File: src/hw/sdi_front_params.svh
// timing counts, register offsets and field positions of the front-end control
`ifndef SDI_FRONT_PARAMS_SVH
`define SDI_FRONT_PARAMS_SVH

`define CLK_MHZ 25
`define ATTEMPT_US 20
`define ATTEMPT_CYC (`ATTEMPT_US * `CLK_MHZ)
`define HUNT_TRIES 4

`define REG_CTRL 8'h00
`define REG_STATUS 8'h04

`define CTRL_EDC_BIT 0
`define CTRL_CORR_BIT 1
`define CTRL_STD_BIT 2
`define CTRL_MUTE_BIT 3
`define CTRL_RESET 4'h7

`define ST_LOCKED_BIT 0
`define ST_CARRIER_BIT 1
`define ST_RATE_SD_BIT 2
`define ST_MASTER_BIT 3
`define ST_RECLK_BIT 4
`define ST_MUTED_BIT 5
`define ST_HUNT_LSB 8
`define ST_TRIES_LSB 12

`endif

File: src/hw/sdi_front_pkg.sv
// types shared by the front-end control modules
package sdi_front_pkg;
  typedef enum logic [1:0] {
    H_WAIT = 2'b00,
    H_HUNT = 2'b01,
    H_LOCK = 2'b10,
    H_PLL = 2'b11
  } hunt_t;
endpackage : sdi_front_pkg

File: src/hw/lock_hunt.sv
// lock detection sequencer: rate hunting and locked flag
`timescale 1ns/1ns
`default_nettype none
`include "sdi_front_params.svh"
module lock_hunt (
  input wire logic clk_i,
  input wire logic rst_i,
  input wire logic carrier_ok_i,
  input wire logic master_i,
  input wire logic rate_pin_i,
  input wire logic pll_lock_i,
  input wire logic sync_found_i,
  output logic rate_sd_o,
  output logic locked_o,
  output sdi_front_pkg::hunt_t state_o,
  output logic [2:0] tries_o
);
  import sdi_front_pkg::*;

  localparam logic [9:0] ATT_LAST = 10'(`ATTEMPT_CYC - 1);
  localparam logic [2:0] TRY_LAST = 3'(`HUNT_TRIES - 1);

  hunt_t state_ff, nxt_state;
  logic [9:0] cnt_ff, nxt_cnt;
  logic [2:0] tries_ff, nxt_tries;
  logic rate_ff, nxt_rate;
  wire good = pll_lock_i && sync_found_i;
  wire att_end = (cnt_ff == ATT_LAST);

  always_comb begin
    nxt_state = state_ff;
    nxt_cnt = 10'h000;
    nxt_tries = tries_ff;
    nxt_rate = rate_ff;
    unique case (state_ff)
      H_WAIT: begin
        nxt_tries = 3'h0;
        if (carrier_ok_i) nxt_state = H_HUNT;
      end
      H_HUNT: begin
        if (!carrier_ok_i) nxt_state = H_WAIT;
        else if (good) nxt_state = H_LOCK;
        else if (!att_end) nxt_cnt = cnt_ff + 10'h001;
        else if (master_i) begin
          nxt_rate = ~rate_ff;
          nxt_tries = tries_ff + 3'h1;
          if (tries_ff == TRY_LAST) nxt_state = H_PLL;
        end
      end
      H_LOCK: begin
        if (!carrier_ok_i) nxt_state = H_WAIT;
        else if (!good) nxt_state = H_HUNT;
      end
      H_PLL: begin
        if (!carrier_ok_i) nxt_state = H_WAIT;
        else if (good) nxt_state = H_LOCK;
      end
    endcase
  end

  always_ff @(posedge clk_i) begin
    if (rst_i) begin
      state_ff <= H_WAIT;
      cnt_ff <= 10'h000;
      tries_ff <= 3'h0;
      rate_ff <= 1'b1;
    end else begin
      state_ff <= nxt_state;
      cnt_ff <= nxt_cnt;
      tries_ff <= nxt_tries;
      rate_ff <= nxt_rate;
    end
  end

  assign rate_sd_o = master_i ? rate_ff : rate_pin_i;
  assign locked_o = (state_ff == H_LOCK);
  assign state_o = state_ff;
  assign tries_o = tries_ff;
endmodule : lock_hunt
`default_nettype wire

File: src/hw/sdi_front_ctrl.sv
// input select, lock, bypass and loop-through control of the serial receiver
`timescale 1ns/1ns
`default_nettype none
`include "sdi_front_params.svh"
module sdi_front_ctrl (
  input wire logic clk_i,
  input wire logic rst_i,
  input wire logic wb_cyc_i,
  input wire logic wb_stb_i,
  input wire logic wb_we_i,
  input wire logic [7:0] wb_adr_i,
  input wire logic [3:0] wb_sel_i,
  input wire logic [31:0] wb_dat_i,
  output logic [31:0] wb_dat_o,
  output logic wb_ack_o,
  input wire logic input_channel_select_i,
  input wire logic serial_in_ch1_i,
  input wire logic serial_in_ch2_i,
  input wire logic carrier_valid_n_ch1_i,
  input wire logic carrier_valid_n_ch2_i,
  input wire logic master_role_i,
  input wire logic pll_lock_i,
  input wire logic sync_found_i,
  input wire logic rate_select_i,
  output logic rate_select_o,
  output logic rate_select_oe_o,
  input wire logic reclock_bypass_n_i,
  output logic reclock_bypass_n_o,
  output logic reclock_bypass_n_oe_o,
  input wire logic loop_output_enable_i,
  output logic loop_serial_out_o,
  output logic loop_serial_out_n_o,
  output logic loop_serial_out_oe_o,
  output logic locked_o,
  output logic carrier_valid_o,
  output logic edc_enable_o,
  output logic corr_enable_o,
  output logic std_detect_enable_o
);
  import sdi_front_pkg::*;

  hunt_t hunt_state;
  logic [2:0] hunt_tries;
  logic rate_sd;
  logic locked;
  logic [3:0] ctrl;
  logic [31:0] status;

  logic buf_ff;
  logic rck1_ff;
  logic rck_ff;
  logic out_ff;
  logic out_n_ff;
  logic muted_ff;

  // one select drives both muxes so data and carrier never split
  wire sel_ch1 = input_channel_select_i;
  wire sel_data = sel_ch1 ? serial_in_ch1_i : serial_in_ch2_i;
  wire sel_cd_n = sel_ch1 ? carrier_valid_n_ch1_i : carrier_valid_n_ch2_i;
  wire carrier_ok = !sel_cd_n;

  // bypass source: pin in slave, own lock state in master
  wire use_reclocked = master_role_i ? locked : reclock_bypass_n_i;
  wire lock_mute = !master_role_i && reclock_bypass_n_i && !locked;
  wire mute = !carrier_ok || lock_mute || ctrl[`CTRL_MUTE_BIT];
  wire out_bit = use_reclocked ? rck_ff : buf_ff;

  lock_hunt u_hunt (
    .clk_i(clk_i),
    .rst_i(rst_i),
    .carrier_ok_i(carrier_ok),
    .master_i(master_role_i),
    .rate_pin_i(rate_select_i),
    .pll_lock_i(pll_lock_i),
    .sync_found_i(sync_found_i),
    .rate_sd_o(rate_sd),
    .locked_o(locked),
    .state_o(hunt_state),
    .tries_o(hunt_tries)
  );

  assign status = {17'h0_0000, hunt_tries, 2'b00, hunt_state, 2'b00, muted_ff,
                   use_reclocked, master_role_i, rate_sd, carrier_ok, locked};

  wb_front_regs u_regs (
    .clk_i(clk_i),
    .rst_i(rst_i),
    .wb_cyc_i(wb_cyc_i),
    .wb_stb_i(wb_stb_i),
    .wb_we_i(wb_we_i),
    .wb_adr_i(wb_adr_i),
    .wb_sel_i(wb_sel_i),
    .wb_dat_i(wb_dat_i),
    .wb_dat_o(wb_dat_o),
    .wb_ack_o(wb_ack_o),
    .status_i(status),
    .ctrl_o(ctrl)
  );

  // two-stage retime stands in for the reclocked path, one stage for buffered
  always_ff @(posedge clk_i) begin
    if (rst_i) begin
      buf_ff <= 1'b0;
      rck1_ff <= 1'b0;
      rck_ff <= 1'b0;
    end else begin
      buf_ff <= sel_data;
      rck1_ff <= sel_data;
      rck_ff <= rck1_ff;
    end
  end

  // muted line holds both legs low
  always_ff @(posedge clk_i) begin
    if (rst_i) begin
      out_ff <= 1'b0;
      out_n_ff <= 1'b0;
      muted_ff <= 1'b1;
    end else begin
      out_ff <= mute ? 1'b0 : out_bit;
      out_n_ff <= mute ? 1'b0 : ~out_bit;
      muted_ff <= mute;
    end
  end

  assign loop_serial_out_o = out_ff;
  assign loop_serial_out_n_o = out_n_ff;
  assign loop_serial_out_oe_o = loop_output_enable_i;

  // role pins: outputs only in master role
  assign rate_select_o = rate_sd;
  assign rate_select_oe_o = master_role_i;
  assign reclock_bypass_n_o = locked;
  assign reclock_bypass_n_oe_o = master_role_i;

  assign locked_o = locked;
  assign carrier_valid_o = carrier_ok;
  assign edc_enable_o = ctrl[`CTRL_EDC_BIT];
  assign corr_enable_o = ctrl[`CTRL_CORR_BIT];
  assign std_detect_enable_o = ctrl[`CTRL_STD_BIT];
endmodule : sdi_front_ctrl
`default_nettype wire

File: src/hw/wb_front_regs.sv
// classic wishbone slave: control and status words
`timescale 1ns/1ns
`default_nettype none
`include "sdi_front_params.svh"
module wb_front_regs (
  input wire logic clk_i,
  input wire logic rst_i,
  input wire logic wb_cyc_i,
  input wire logic wb_stb_i,
  input wire logic wb_we_i,
  input wire logic [7:0] wb_adr_i,
  input wire logic [3:0] wb_sel_i,
  input wire logic [31:0] wb_dat_i,
  output logic [31:0] wb_dat_o,
  output logic wb_ack_o,
  input wire logic [31:0] status_i,
  output logic [3:0] ctrl_o
);
  import sdi_front_pkg::*;

  logic ack_ff;
  logic [31:0] dat_ff;
  logic [3:0] ctrl_ff;
  wire req = wb_cyc_i && wb_stb_i && !ack_ff;
  wire hit_ctrl = (wb_adr_i == `REG_CTRL);
  wire hit_stat = (wb_adr_i == `REG_STATUS);
  // write lands at the edge where the master samples ack high
  wire wr_ctrl = wb_cyc_i && wb_stb_i && ack_ff && wb_we_i && hit_ctrl && wb_sel_i[0];
  wire [31:0] rd_mux = hit_ctrl ? {28'h000_0000, ctrl_ff} :
                       hit_stat ? status_i : 32'h0000_0000;

  always_ff @(posedge clk_i) begin
    if (rst_i) begin
      ack_ff <= 1'b0;
      dat_ff <= 32'h0000_0000;
      ctrl_ff <= `CTRL_RESET;
    end else begin
      ack_ff <= req;
      if (req) dat_ff <= rd_mux;
      if (wr_ctrl) ctrl_ff <= wb_dat_i[3:0];
    end
  end

  assign wb_ack_o = ack_ff;
  assign wb_dat_o = dat_ff;
  assign ctrl_o = ctrl_ff;
endmodule : wb_front_regs
`default_nettype wire

File: config.mk
export PLATFORM = sky130hd
export DESIGN_NAME = sdi_front_ctrl
export DESIGN_NICKNAME = d
export VERILOG_FILES = /design/src/hw/sdi_front_pkg.sv /design/src/hw/lock_hunt.sv /design/src/hw/sdi_front_ctrl.sv /design/src/hw/wb_front_regs.sv
export VERILOG_INCLUDE_DIRS = /design/src /design/src/hw
export SDC_FILE = /design/constraint.sdc
export NUM_CORES = 1
export LEC_CHECK = 0
export BUFFER_PORTS_ARGS = -buffer_cell sky130_fd_sc_hd__buf_2
export CAP_MARGIN = 10
export CORE_UTILIZATION = 46
export CTS_CLUSTER_SIZE = 40
export DETAILED_ROUTE_END_ITERATION = 12
export GPL_TIMING_DRIVEN = 1
export PLACE_DENSITY = 0.95
export SLEW_MARGIN = 30
export SYNTH_ARGS = -nofsm -noshare
export SYNTH_HDL_FRONTEND = slang
export SYNTH_SLANG_ARGS = --single-unit
File: constraint.sdc
create_clock -name clk_i -period 5.1 [get_ports clk_i]
set_clock_uncertainty 0.15 [all_clocks]
set_input_delay 1.02 -clock clk_i [delete_from_list [all_inputs] [get_ports clk_i]]
set_output_delay 1.02 -clock clk_i [all_outputs]
set_load 0.01 [all_outputs]
==> After elaboration in Yosys (flattened, before gate mapping) <==
Index checks and enable logic that the tools add are counted.
{ "op_classes": {"eq_ne": 16, "addsub": 2, "bitwise": 5, "mux": 23, "reduce_logical": 23} }
{ "op_table": {"columns": ["operator", "n"], "rows": [
  ["two-way mux 32 bit", 1],
  ["two-way mux 2 bit", 10],
  ["two-way mux 15 bit", 1],
  ["two-way mux 3 bit", 4],
  ["adder 10 x 1 -> 10 bit, second input constant", 1],
  ["== test 10 x 9 -> 1 bit, second input constant", 1],
  ["AND reduction 5 bit", 2],
  ["logical AND 1 bit", 9],
  ["== test 8 x 3 -> 1 bit, second input constant", 1],
  ["logical NOT 8 bit", 1],
  ["inequality test 2 bit, second input constant", 4],
  ["inequality test 4 x 2 -> 1 bit, second input constant", 2],
  ["case mux 2 bit (4 select lines)", 1],
  ["case mux 3 bit (2 select lines)", 1],
  ["AND reduction 6 bit", 1],
  ["two-way mux 1 bit", 5],
  ["NOT 1 bit", 5],
  ["OR reduction 5 bit", 1],
  ["== test 2 bit, second input constant", 2],
  ["logical NOT 1 bit", 4],
  ["inequality test 4 x 3 -> 1 bit, second input constant", 1],
  ["adder 3 x 1 -> 3 bit, second input constant", 1],
  ["== test 3 x 2 -> 1 bit, second input constant", 1],
  ["inequality test 3 x 2 -> 1 bit, second input constant", 1],
  ["7 further kinds", 8]
]} }
{ "totals": {"ff_bits": 58} }

==> Logic depth before layout (Yosys ltp) <==
Gate-level depths: netlist of run 1.
{ "logic_depth": {"ltp_word": 7, "ltp_mapped": 6, "ltp_nobuf": 5} }

==> Modules after synthesis <==
A second synthesis of run 1 with hierarchy kept.
{ "unflattened": {"cells_unflattened": 208, "area_unflattened_um2": 2296.0} }
{ "modules_own_cells": {"columns": ["mod", "area_per_inst_um2", "cells_per_inst", "seq_area_each_um2", "n_inst"], "rows": [
  ["wb_front_regs", 1355.0, 112, 740.7, 1],
  ["lock_hunt", 725.7, 75, 320.3, 1],
  ["sdi_front_ctrl", 215.2, 21, 100.1, 1]
]} }

==> Worst setup path before layout of run 1 <==
Ideal clock, no wire load.
{ "synth_path": {"path_type": "input to register", "start": "in wb_adr_i[5]", "end": "reg u_regs.ctrl_ff[0] (netlist: u_regs.ctrl_o[0])", "stages": 4, "path_slack_ns": 2.358, "path_buffers": 1, "t_required_ns": 4.830, "t_arrival_ns": 2.473, "path_cell_list": "or4_4 > or4_1 > buf_2 > a211o_1"} }
{ "synth_between": {"elab_chain_cells": 3} }
{ "synth_lines": {"columns": ["item", "line", "source"], "rows": [
  ["start, declared", "sdi_front_ctrl.sv:11", "input wire logic [7:0] wb_adr_i,"],
  ["logical NOT 8 bit (no source line)", null, null],
  ["logical AND 1 bit (2 in series)", "wb_front_regs.sv:28", "wire wr_ctrl = wb_cyc_i && wb_stb_i && ack_ff && wb_we_i && hit_ctrl && wb_sel_i[0];"],
  ["end signal, assigned", "wb_front_regs.sv:36", "ctrl_ff <= `CTRL_RESET;"],
  ["end signal, assigned", "wb_front_regs.sv:40", "if (wr_ctrl) ctrl_ff <= wb_dat_i[3:0];"],
  ["end, declared", "wb_front_regs.sv:23", "logic [3:0] ctrl_ff;"]
]} }
Every way passes these cells.
A chain may end at the register's enable or synchronous reset.

==> Worst setup path after layout of run 1 <==
{ "layout_path": {"start": "in input_channel_select_i", "end": "out carrier_valid_o"} }
{ "layout_between": {"elab_chain_cells": 2} }
{ "layout_lines": {"columns": ["item", "line", "source"], "rows": [
  ["start, declared", "sdi_front_ctrl.sv:16", "input wire logic input_channel_select_i,"],
  ["two-way mux 1 bit", "sdi_front_ctrl.sv:59", "wire sel_cd_n = sel_ch1 ? carrier_valid_n_ch1_i : carrier_valid_n_ch2_i;"],
  ["logical NOT 1 bit", "sdi_front_ctrl.sv:60", "wire carrier_ok = !sel_cd_n;"],
  ["end, declared", "sdi_front_ctrl.sv:35", "output logic carrier_valid_o,"]
]} }
Every way passes these cells.

==> run summary, run 1 <==
GR Layer Usage met3: 7.43%
Final min period: 3.00 ns
Cell count along the critical path: 3
Yosys warnings: 0
Max-cap violations: 0
DP Wirelength: 2400 um
# nets final: 302
Startpoint class of the critical path: input port
Crit path max-delay cell type: mux2i_1
Reg2Reg Launch Point: u_hunt.cnt_ff[0]
Pin count of the biggest net entering global routing: 26
Number of post-CTS setup repair buffers: 0
Internal power: 0.468 mW
Buf/Inv on CP: 2
Mapped cell area: 0.00173 mm^2
Clock Tree Buf Depth: 2
Post-synth EDFFs: 0
CTS resizes: 0
Relative slew slack: 64.2%
Crit-path max cell delay: 0.48 ns
Initial Utilization: 50.0%
Mean Syn Cell Area: 9.08 um^2
WP data required: 3.93 ns
Flops & latches, synth: 37
Floorplan row count: 21
Register area: 741 um^2
Io pins: 105
Status: completed
Dominant synthesized flop cell: dfxtp_1
Clk pwr share: 43.5%
Initial antenna violation count: 0
Synth cell types: 38
R2R Path End: u_hunt.rate_ff
Cell chain of the critical path: buf_2 -> mux2i_1 -> buf_2
Number of global-route vias before repair: 1275
Clock tree sinks: 37
Area growth syn-to-layout: 17.5%
Core Box Area: 0.00347 mm^2
Total global routing track utilization: 17.3%
Core Util, Final: 58.7%
H-tree Lvls: 2
Die Span Y: 63.4 um
Cells after DPL: 278
PortBufs: 50
Vias per cell: 4.97
Clock Latency Late Sink: 0.29 ns
Worst VDD drop: 0.000184 V
Ratio of cells with drive above 1 in the final layout: 26.3%
First-pass GRT wire length: 5390 um
Multi-input logic area: 838 um^2
Post-Layout Cell Count: 286
Met2 GRT Util: 29.4%
Vias: 1422
Commonest non-fill, non-tap cell in the layout: buf_2
Async set or reset register ratio after synthesis: 0%
Most frequent CP cell: buf_2
Post-route ant nets: 0
Busiest grt layer: met2
Max FO, Critical Path: 5
Reg2reg path depth: 5
CP delay by family, top: multiplexers
Clock transition at the registers of the reported paths: 0.07 ns
Drt pass-1 iters: 4
Max Fclk: 334 MHz
Sequential share of power: 49.0%
CP Capture Point: carrier_valid_o
GPL Wtd Cong: 0.739
Met1 usage: 19.3%
Post-Route WL: 3220 um
Worst hold path type: reg2reg
Iter 0 DRT Violations: 82
Cells after synthesis: 191
Arr. time, crit path: 1.83 ns
Comb power frac: 7.5%
Period utilisation layout: 58.8%
Switching Share: 21.9%
Post-CTS Hold Buffers: 0
Power per cell area: 295 mW/mm^2
Leakage Power: 0.906 nW
Die width: 63.4 um
Actual slew at the worst max-slew pin: 0.522 ns
CTS tree: yes
RSZ-0062 raised after global routing: no
Wirelength per Cell: 11.3 um
Psw: 0.132 mW
Sequential area share after synthesis: 42.7%
CTS Root Cell: clkbuf_8
CP Launch Point: input_channel_select_i
Clock buffer count from CTS: 5
Critical path type: in2out
Final setup vio count: 0
Post-route setup TNS: 0 ns
CP Capture Type: output pin
Fin. Hold Viols: 0
GR Overflow Total: 0
FILL cells: 306
Reg2reg setup slack: 2.88 ns
Die ar.: 0.00402 mm^2
Ant diodes: 0
Final Max Tran Viols: 0
Post-route DRC: 0
Most frequent cells in the layout: buf_2, dfxtp_1, nor2_1
==> metrics by stage <==
stage / power, mW / cell area (um^2) / hold WS (ns) / setup slack, ns
3_3_place_gp: 0.345 / 1920 / 0.282 / 2.11
6_report: 0.600 / 2040 / 0.305 / 2.10
3_5_place_dp: 0.345 / 1920 / 0.290 / 2.10
2_1_floorplan: 0.341 / 1810 / 0.276 / 2.36
4_1_cts: 0.606 / 2040 / 0.307 / 2.10
5_1_grt: 0.627 / 2040 / 0.342 / 2.05
==> power by group through the flow <==
stage	logic, mW	clock network, mW	registers, mW
final	0.0449	0.261	0.294
after global routing	0.0496	0.283	0.294
after CTS	0.0449	0.267	0.294
after detailed placement	0.0446	0	0.301
after global placement	0.0438	0	0.301
after floorplan	0.0400	0	0.301
==> cell usage after synthesis, drive strengths merged (2+ instances only) <==
master	number	area [um^2]
a211o	3	26.3
a22oi	7	52.6
and2	2	12.5
and4	2	17.5
buf	26	193
clkbuf	4	15.0
dfxtp	37	741
ha	3	37.5
inv	6	22.5
mux2i	9	90.1
nand2	8	30.0
nand2b	2	12.5
nand3	5	25.0
nand3b	2	15.0
nand4	4	25.0
nor2	27	101
nor2b	7	43.8
nor3	2	10.0
o21a	2	15.0
o21ai	6	30.0
o41ai	2	17.5
or3b	2	17.5
or4	4	33.8
xnor2	2	17.5
xor2	6	52.6
==> tightest hold or removal path, cell delays in order (launching register included) <==
cell and delay [ns]:
dfxtp_1 0.33, nand2_1 0.04, o21ai_0 0.05
==> how the worst min path moves through the flow <==
stage	startpoint	to	cells past startpoint
after detailed placement	u_regs.wb_dat_o[0]	u_regs.wb_dat_o[0]	2
after global routing	rck1_ff	rck_ff	1
after floorplan	u_hunt.cnt_ff[0]	u_hunt.cnt_ff[0]	1
final	u_regs.wb_dat_o[0]	u_regs.wb_dat_o[0]	2
after CTS	u_regs.wb_dat_o[0]	u_regs.wb_dat_o[0]	2
after global placement	u_regs.wb_dat_o[3]	u_regs.wb_dat_o[3]	2
==> per-layer routing <==
metal / part of all wire [%] / wire length (um)
met1: 41 / 1310
met3: 8.0 / 257
met4: 1.1 / 35
met5: 0 / 0
met2: 50 / 1620
==> registers in the layout, indices dropped and copies added (netlist names) <==
signal	flops
u_regs.wb_dat_o	11
u_hunt.tries_o	3
u_hunt.state_o	2
rck_ff	1
u_hunt.rate_ff	1
u_hunt.cnt_ff	10
loop_serial_out_o	1
loop_serial_out_n_o	1
u_regs.ctrl_o	4
rck1_ff	1
muted_ff	1
u_regs.wb_ack_o	1
==> layout make-up <==
class                      count  share of cell area, %
multi-input combinational    138                   41.2
sequential                    37                   36.4
timing repair buffer          51                   12.7
clock buffer                   6                   4.05
tap                           46                   2.83
clock inverter                 2                   1.84
inverter                       6                   1.11
==> kinds of logic after synthesis <==
| family | count (synthesis) | synth area share [%] |
|---|---|---|
| simple gates | 72 | 22.0 |
| flops | 37 | 42.7 |
| buf+inv | 36 | 13.3 |
| compound gates | 24 | 9.74 |
| mux | 10 | 5.84 |
| xor+xnor | 8 | 4.04 |
| fa+ha+maj | 3 | 2.16 |
| other cells | 1 | 0.216 |
Power figures use the tool's default switching activity.
==> inputs of run 2 (changes only) <==
- ABC_AREA: default -> 1
- CORE_UTILIZATION: 46 -> 40
- PLACE_DENSITY: 0.95 -> 0.85
- clock period: 5.1 -> 2.7 ns (I/O delays scaled with it)
==> run summary, run 2 <==
Area growth syn-to-layout: 14.0%
Core Util, Final: 47.5% (-11 points)
Register area: 741 um^2 (unchanged)
Buf/Inv on CP: 3 (+1)
Arr. time, crit path: 1.26 ns (-0.57 ns)
Mapped cell area: 0.00197 mm^2 (+13%)
Clock Tree Buf Depth: 2 (unchanged)
Post-Layout Inst Area: 0.00224 mm^2 (+10%)
Period utilisation layout: 72.3%
Initial Utilization: 41.7% (-8.3 points)
Comb power frac: 15.4% (+7.9 points)
Synth cell types: 34 (-11%)
Clock Latency Late Sink: 0.29 ns (about the same)
CP Capture Type: output pin
Clock transition at the registers of the reported paths: 0.07 ns (about the same)
CTS resizes: 0 (unchanged)
Max FO, Critical Path: 11 (+6)
Post-synth EDFFs: 0 (unchanged)
Commonest non-fill, non-tap cell in the layout: nand2_1
Flops & latches, synth: 37 (unchanged)
Most frequent cells in the layout: nand2_1, buf_2, dfxtp_1
Fin. Hold Viols: 0 (unchanged)
Clock buffer count from CTS: 5 (unchanged)
Critical path type: in2out
Post-route DRC: 0 (unchanged)
Post-synth top area cell: dfxtp_1
Internal power: 0.820 mW (+75%)
Wirelength per Cell: 9.90 um (-12%)
Max Fclk: 512 MHz
Psw: 0.319 mW (+140%)
Initial antenna violation count: 0 (unchanged)
Die Span Y: 72.1 um (+14%)
Number of global-route vias before repair: 1604 (+26%)
Cells after synthesis: 269 (+41%)
Count leader, synth: nand2_1
Crit path max-delay cell type: buf_2
List of most frequent post-synthesis cells: nand2_1, dfxtp_1, nand3_1
CTS tree: yes
H-tree Lvls: 2 (unchanged)
Die width: 72.1 um (+14%)
Final min period: 1.95 ns
Core Box Area: 0.00472 mm^2 (+36%)
Dominant synthesized flop cell: dfxtp_1
Ant diodes: 0 (unchanged)
Final setup vio count: 0 (unchanged)
Final Max Tran Viols: 0 (unchanged)
Sequential area share after synthesis: 37.6% (-5.1 points)
Yosys warnings: 0 (unchanged)
Vias: 1759 (+24%)
Number of post-CTS setup repair buffers: 0 (unchanged)
Cells after DPL: 375 (+35%)
# nets final: 378 (+25%)
PortBufs: 50 (unchanged)
Drt pass-1 iters: 5 (+1)
Switching Share: 28.0% (+6.0 points)
Cell chain of the critical path: buf_2 -> inv_1 -> o21ai_0 -> buf_2
Post-route ant nets: 0 (unchanged)
DP Wirelength: 2900 um (+21%)
Post-Layout Cell Count: 382 (+34%)
RSZ-0062 raised after global routing: no
First-pass GRT wire length: 6510 um (+21%)
Placement Cell Area: 0.00216 mm^2 (+13%)
Iter 0 DRT Violations: 83 (+1.2%)
Leakage Power: 1.09 nW (+20%)
Total global routing track utilization: 16.1% (-1.2 points)
Io pins: 105 (unchanged)
Floorplan row count: 25 (+19%)
Power per cell area: 508 mW/mm^2 (+72%)
Post-route setup TNS: 0 ns (unchanged)
Pin count of the biggest net entering global routing: 17 (-35%)
Most frequent CP cell: buf_2
FILL cells: 435 (+42%)
GR Overflow Total: 0 (unchanged)
Clk pwr share: 34.0% (-9.5 points)
Clock tree sinks: 37 (unchanged)
Sequential share of power: 50.5% (+1.5 points)
Vias per cell: 4.60 (-7.4%)
Max-cap violations: 0 (unchanged)
Post-Route WL: 3780 um (+17%)
Top post-synthesis cells by area: dfxtp_1, buf_4, nand2_1, nand3_1, nor2_1
GPL Wtd Cong: 0.875 (+18%)
Ratio of cells with drive above 1 in the final layout: 23.8% (-2.4 points)
Post-CTS Hold Buffers: 0 (unchanged)
Crit-path max cell delay: 0.22 ns (-0.26 ns)
Worst VDD drop: 0.000293 V (+59%)
Max FFs per register: 11 (unchanged)
Worst hold path type: reg2reg
Startpoint class of the critical path: input port
Async set or reset register ratio after synthesis: 0% (unchanged)
Status: completed
WP data required: 2.01 ns (-1.92 ns)
Yosys top cell area share: 37.6% (-5.1 points)
CP delay by family, top: buffers and inverters
CTS Root Cell: clkbuf_8
Mean Syn Cell Area: 7.32 um^2 (-19%)
Multi-input logic area: 975 um^2 (+16%)
Die ar.: 0.00520 mm^2 (+29%)
## run 2: cell types whose count changed in the layout (fill, tap and decap cells not counted), sizes merged, moves of 6 or more
cell   before  now
a22oi       7    0
nand2       8   54
nor2       27   37
xor2        6    0
inv         6   29
nand3       5   38
a21oi       1   17
nor2b       7    1
mux2i       9    0
## run 2: power by group through the flow
stage	combinational [mW]	sequential, mW	clock [mW]
3_5_place_dp	0.174	0.588	0
6_report	0.176	0.576	0.388
3_3_place_gp	0.169	0.587	0
5_1_grt	0.202	0.578	0.415
2_1_floorplan	0.149	0.588	0
4_1_cts	0.175	0.576	0.396
## run 2: stage by stage
step | total power, mW | hold WS [ns] | setup slack (ns)
6_report | 1.14 | 0.292 | 0.748
5_1_grt | 1.19 | 0.327 | 0.663
4_1_cts | 1.15 | 0.306 | 0.743
3_5_place_dp | 0.762 | 0.290 | 0.749
3_3_place_gp | 0.756 | 0.278 | 0.776
2_1_floorplan | 0.737 | 0.260 | 0.952
## run 2: area by class of cell
type                       count  area share (%)
multi-input combinational    192            43.4
sequential                    37            33.0
timing repair buffer          50            11.1
inverter                      29            4.85
clock buffer                   7            3.85
tap                           67            3.73
## run 2: cell families after synthesis
family,count (synthesis),synth area share [%]
other,1,0.191
adder cells (fa/ha/maj),3,1.91
AND/OR/NAND/NOR,142,36.2
AO/OA/AOI/OAI,26,7.44
flip-flops,37,37.6
buffers and inverters,60,16.7
## run 2: worst paths after layout
check	to	slack, ns	startpoint	depth (start not counted)
setup / recovery	rate_select_o	0.75	master_role_i	4
hold / removal	rck_ff	0.29	rck1_ff	2
setup reg to reg	u_regs.wb_dat_o[0]	1.09	u_regs.wb_ack_o	5
hold reg to reg	rck_ff	0.29	rck1_ff	2
## run 2: routing by layer
metal,routed length (um),global-route usage [%],vias to the layer above
li1,-,-,909
met1,1740,19.0,783
met2,1720,26.4,59
met3,251,4.17,8
met4,70,9.15,0
met5,0,0,-
## run 2: tightest hold or removal path: stages, from the launching register on
cell and delay, ns:
dfxtp_1 0.30, inv_1 0.06, nor2_1 0.04
==> inputs of run 3 (changes only) <==
- CORE_UTILIZATION: 40 -> 45
- PLACE_DENSITY: 0.85 -> 0.9
- clock period: 2.7 -> 2 ns (I/O delays scaled with it)
==> run summary, run 3 (synthesis gave the netlist of run 2 again) <==
Clock tree sinks: 37 (unchanged)
FILL cells: 365 (-16%)
Io pins: 105 (unchanged)
Max-cap violations: 0 (unchanged)
Final Max Tran Viols: 0 (unchanged)
Multi-input logic area: 975 um^2 (unchanged)
GR Overflow Total: 0 (unchanged)
Drt pass-1 iters: 4 (-1)
Cells after DPL: 361 (-3.7%)
PortBufs: 50 (unchanged)
Switching Share: 28.4% (+0.38 points)
Worst hold path type: in2reg
H-tree Lvls: 2 (unchanged)
Period utilisation layout: 86.6%
CP delay by family, top: flip-flops
Ant diodes: 0 (unchanged)
Post-CTS Hold Buffers: 0 (unchanged)
First-pass GRT wire length: 5950 um (-8.7%)
Die width: 68.1 um (-5.6%)
Core Box Area: 0.00409 mm^2 (-13%)
CTS resizes: 0 (unchanged)
Max Fclk: 578 MHz
Total global routing track utilization: 17.1% (+1.1 points)
Internal power: 1.11 mW (+35%)
Die ar.: 0.00464 mm^2 (-11%)
Vias: 1726 (-1.9%)
Post-Layout Cell Count: 368 (-3.7%)
Die Span Y: 68.1 um (-5.6%)
WP data required: 1.45 ns (-0.56 ns)
Post-Route WL: 3800 um (+0.56%)
Clock transition at the registers of the reported paths: 0.07 ns (about the same)
Worst VDD drop: 0.000371 V (+27%)
Fin. Hold Viols: 0 (unchanged)
Number of post-CTS setup repair buffers: 0 (unchanged)
Wirelength per Cell: 10.3 um (+4.4%)
Placement Cell Area: 0.00216 mm^2 (about the same)
Crit-path max cell delay: 0.33 ns (+0.11 ns)
# nets final: 381 (+0.79%)
Critical path type: reg2out
Buf/Inv on CP: 2 (-1)
GPL Wtd Cong: 0.857 (-2.0%)
Power per cell area: 689 mW/mm^2 (+36%)
RSZ-0062 raised after global routing: no
Register area: 741 um^2 (unchanged)
Ratio of cells with drive above 1 in the final layout: 24.8% (+1.0 points)
Max FO, Critical Path: 2 (-9)
Final min period: 1.73 ns
Max FFs per register: 11 (unchanged)
Clock Latency Late Sink: 0.29 ns (about the same)
Clk pwr share: 34.3% (+0.3 points)
Most frequent cells in the layout: nand2_1, buf_2, dfxtp_1
Floorplan row count: 23 (-8.0%)
Cell chain of the critical path: inv_1 -> o21ai_0 -> buf_2
Pin count of the biggest net entering global routing: 17 (unchanged)
Iter 0 DRT Violations: 86 (+3.6%)
Post-route setup TNS: 0 ns (unchanged)
Initial antenna violation count: 0 (unchanged)
CP Capture Type: output pin
Post-Layout Inst Area: 0.00225 mm^2 (+0.22%)
DP Wirelength: 2960 um (+2.0%)
Crit path max-delay cell type: dfxtp_1
Vias per cell: 4.69 (+1.9%)
Startpoint class of the critical path: flop
CTS tree: yes
Area growth syn-to-layout: 14.3%
Leakage Power: 1.10 nW (+1.2%)
Sequential share of power: 50.3% (-0.2 points)
Clock Tree Buf Depth: 2 (unchanged)
Final setup vio count: 0 (unchanged)
Initial Utilization: 48.2% (+6.5 points)
Clock buffer count from CTS: 5 (unchanged)
Number of global-route vias before repair: 1363 (-15%)
Arr. time, crit path: 1.18 ns (-0.08 ns)
Post-route ant nets: 0 (unchanged)
Commonest non-fill, non-tap cell in the layout: nand2_1
Status: completed
CTS Root Cell: clkbuf_8
Post-route DRC: 0 (unchanged)
Psw: 0.440 mW (+38%)
Comb power frac: 15.4% (about the same)
[run 3: final cells by class]
cell class                      instances  area share (%)
Timing Repair Buffer                   53            12.1
Multi-Input combinational cell        192            43.3
Tap cell                               50            2.78
Inverter                               29            4.84
Sequential cell                        37            32.9
Clock inverter                          1           0.334
Clock buffer                            6            3.67
[run 3: final timing paths]
| kind | start | end | slack (ns) | cells past startpoint |
|---|---|---|---|---|
| worst min-delay path | serial_in_ch1_i | rck1_ff | 0.18 | 3 |
| worst max-delay path | u_hunt.rate_ff | rate_select_o | 0.27 | 3 |
| worst max register to register | u_hunt.cnt_ff[0] | u_hunt.tries_o[0] | 0.50 | 6 |
| worst min register to register | u_hunt.cnt_ff[0] | u_hunt.cnt_ff[0] | 0.30 | 1 |
[run 3: power by group through the flow]
stage          registers (mW)  clock network [mW]  logic, mW
2_1_floorplan           0.793                   0      0.202
3_3_place_gp            0.793                   0      0.231
3_5_place_dp            0.795                   0      0.237
4_1_cts                 0.778               0.541      0.239
5_1_grt                 0.781               0.578      0.266
6_report                0.779               0.532      0.239
[run 3: tightest hold or removal path, stage by stage]
cell and delay, ns:
buf_2 0.08, nor2_1 0.03, nor2_1 0.08
[run 3: stage by stage]
step / total power, mW / utilization (%) / hold slack (ns) / setup slack (ns)
4_1_cts: 1.56 / 55.1 / 0.180 / 0.283
3_5_place_dp: 1.03 / 52.8 / 0.298 / 0.297
3_3_place_gp: 1.02 / 52.8 / 0.280 / 0.335
6_report: 1.55 / 55.1 / 0.180 / 0.268
2_1_floorplan: 0.995 / - / 0.260 / 0.532
5_1_grt: 1.62 / 55.1 / 0.198 / 0.248
[run 3: layer usage]
metal	wire (um)	GRT usage, %	vias up
met3	171	4.67	6
li1	-	-	914
met1	1780	22.5	754
met4	56	7.55	0
met5	0	0	-
met2	1790	26.0	52
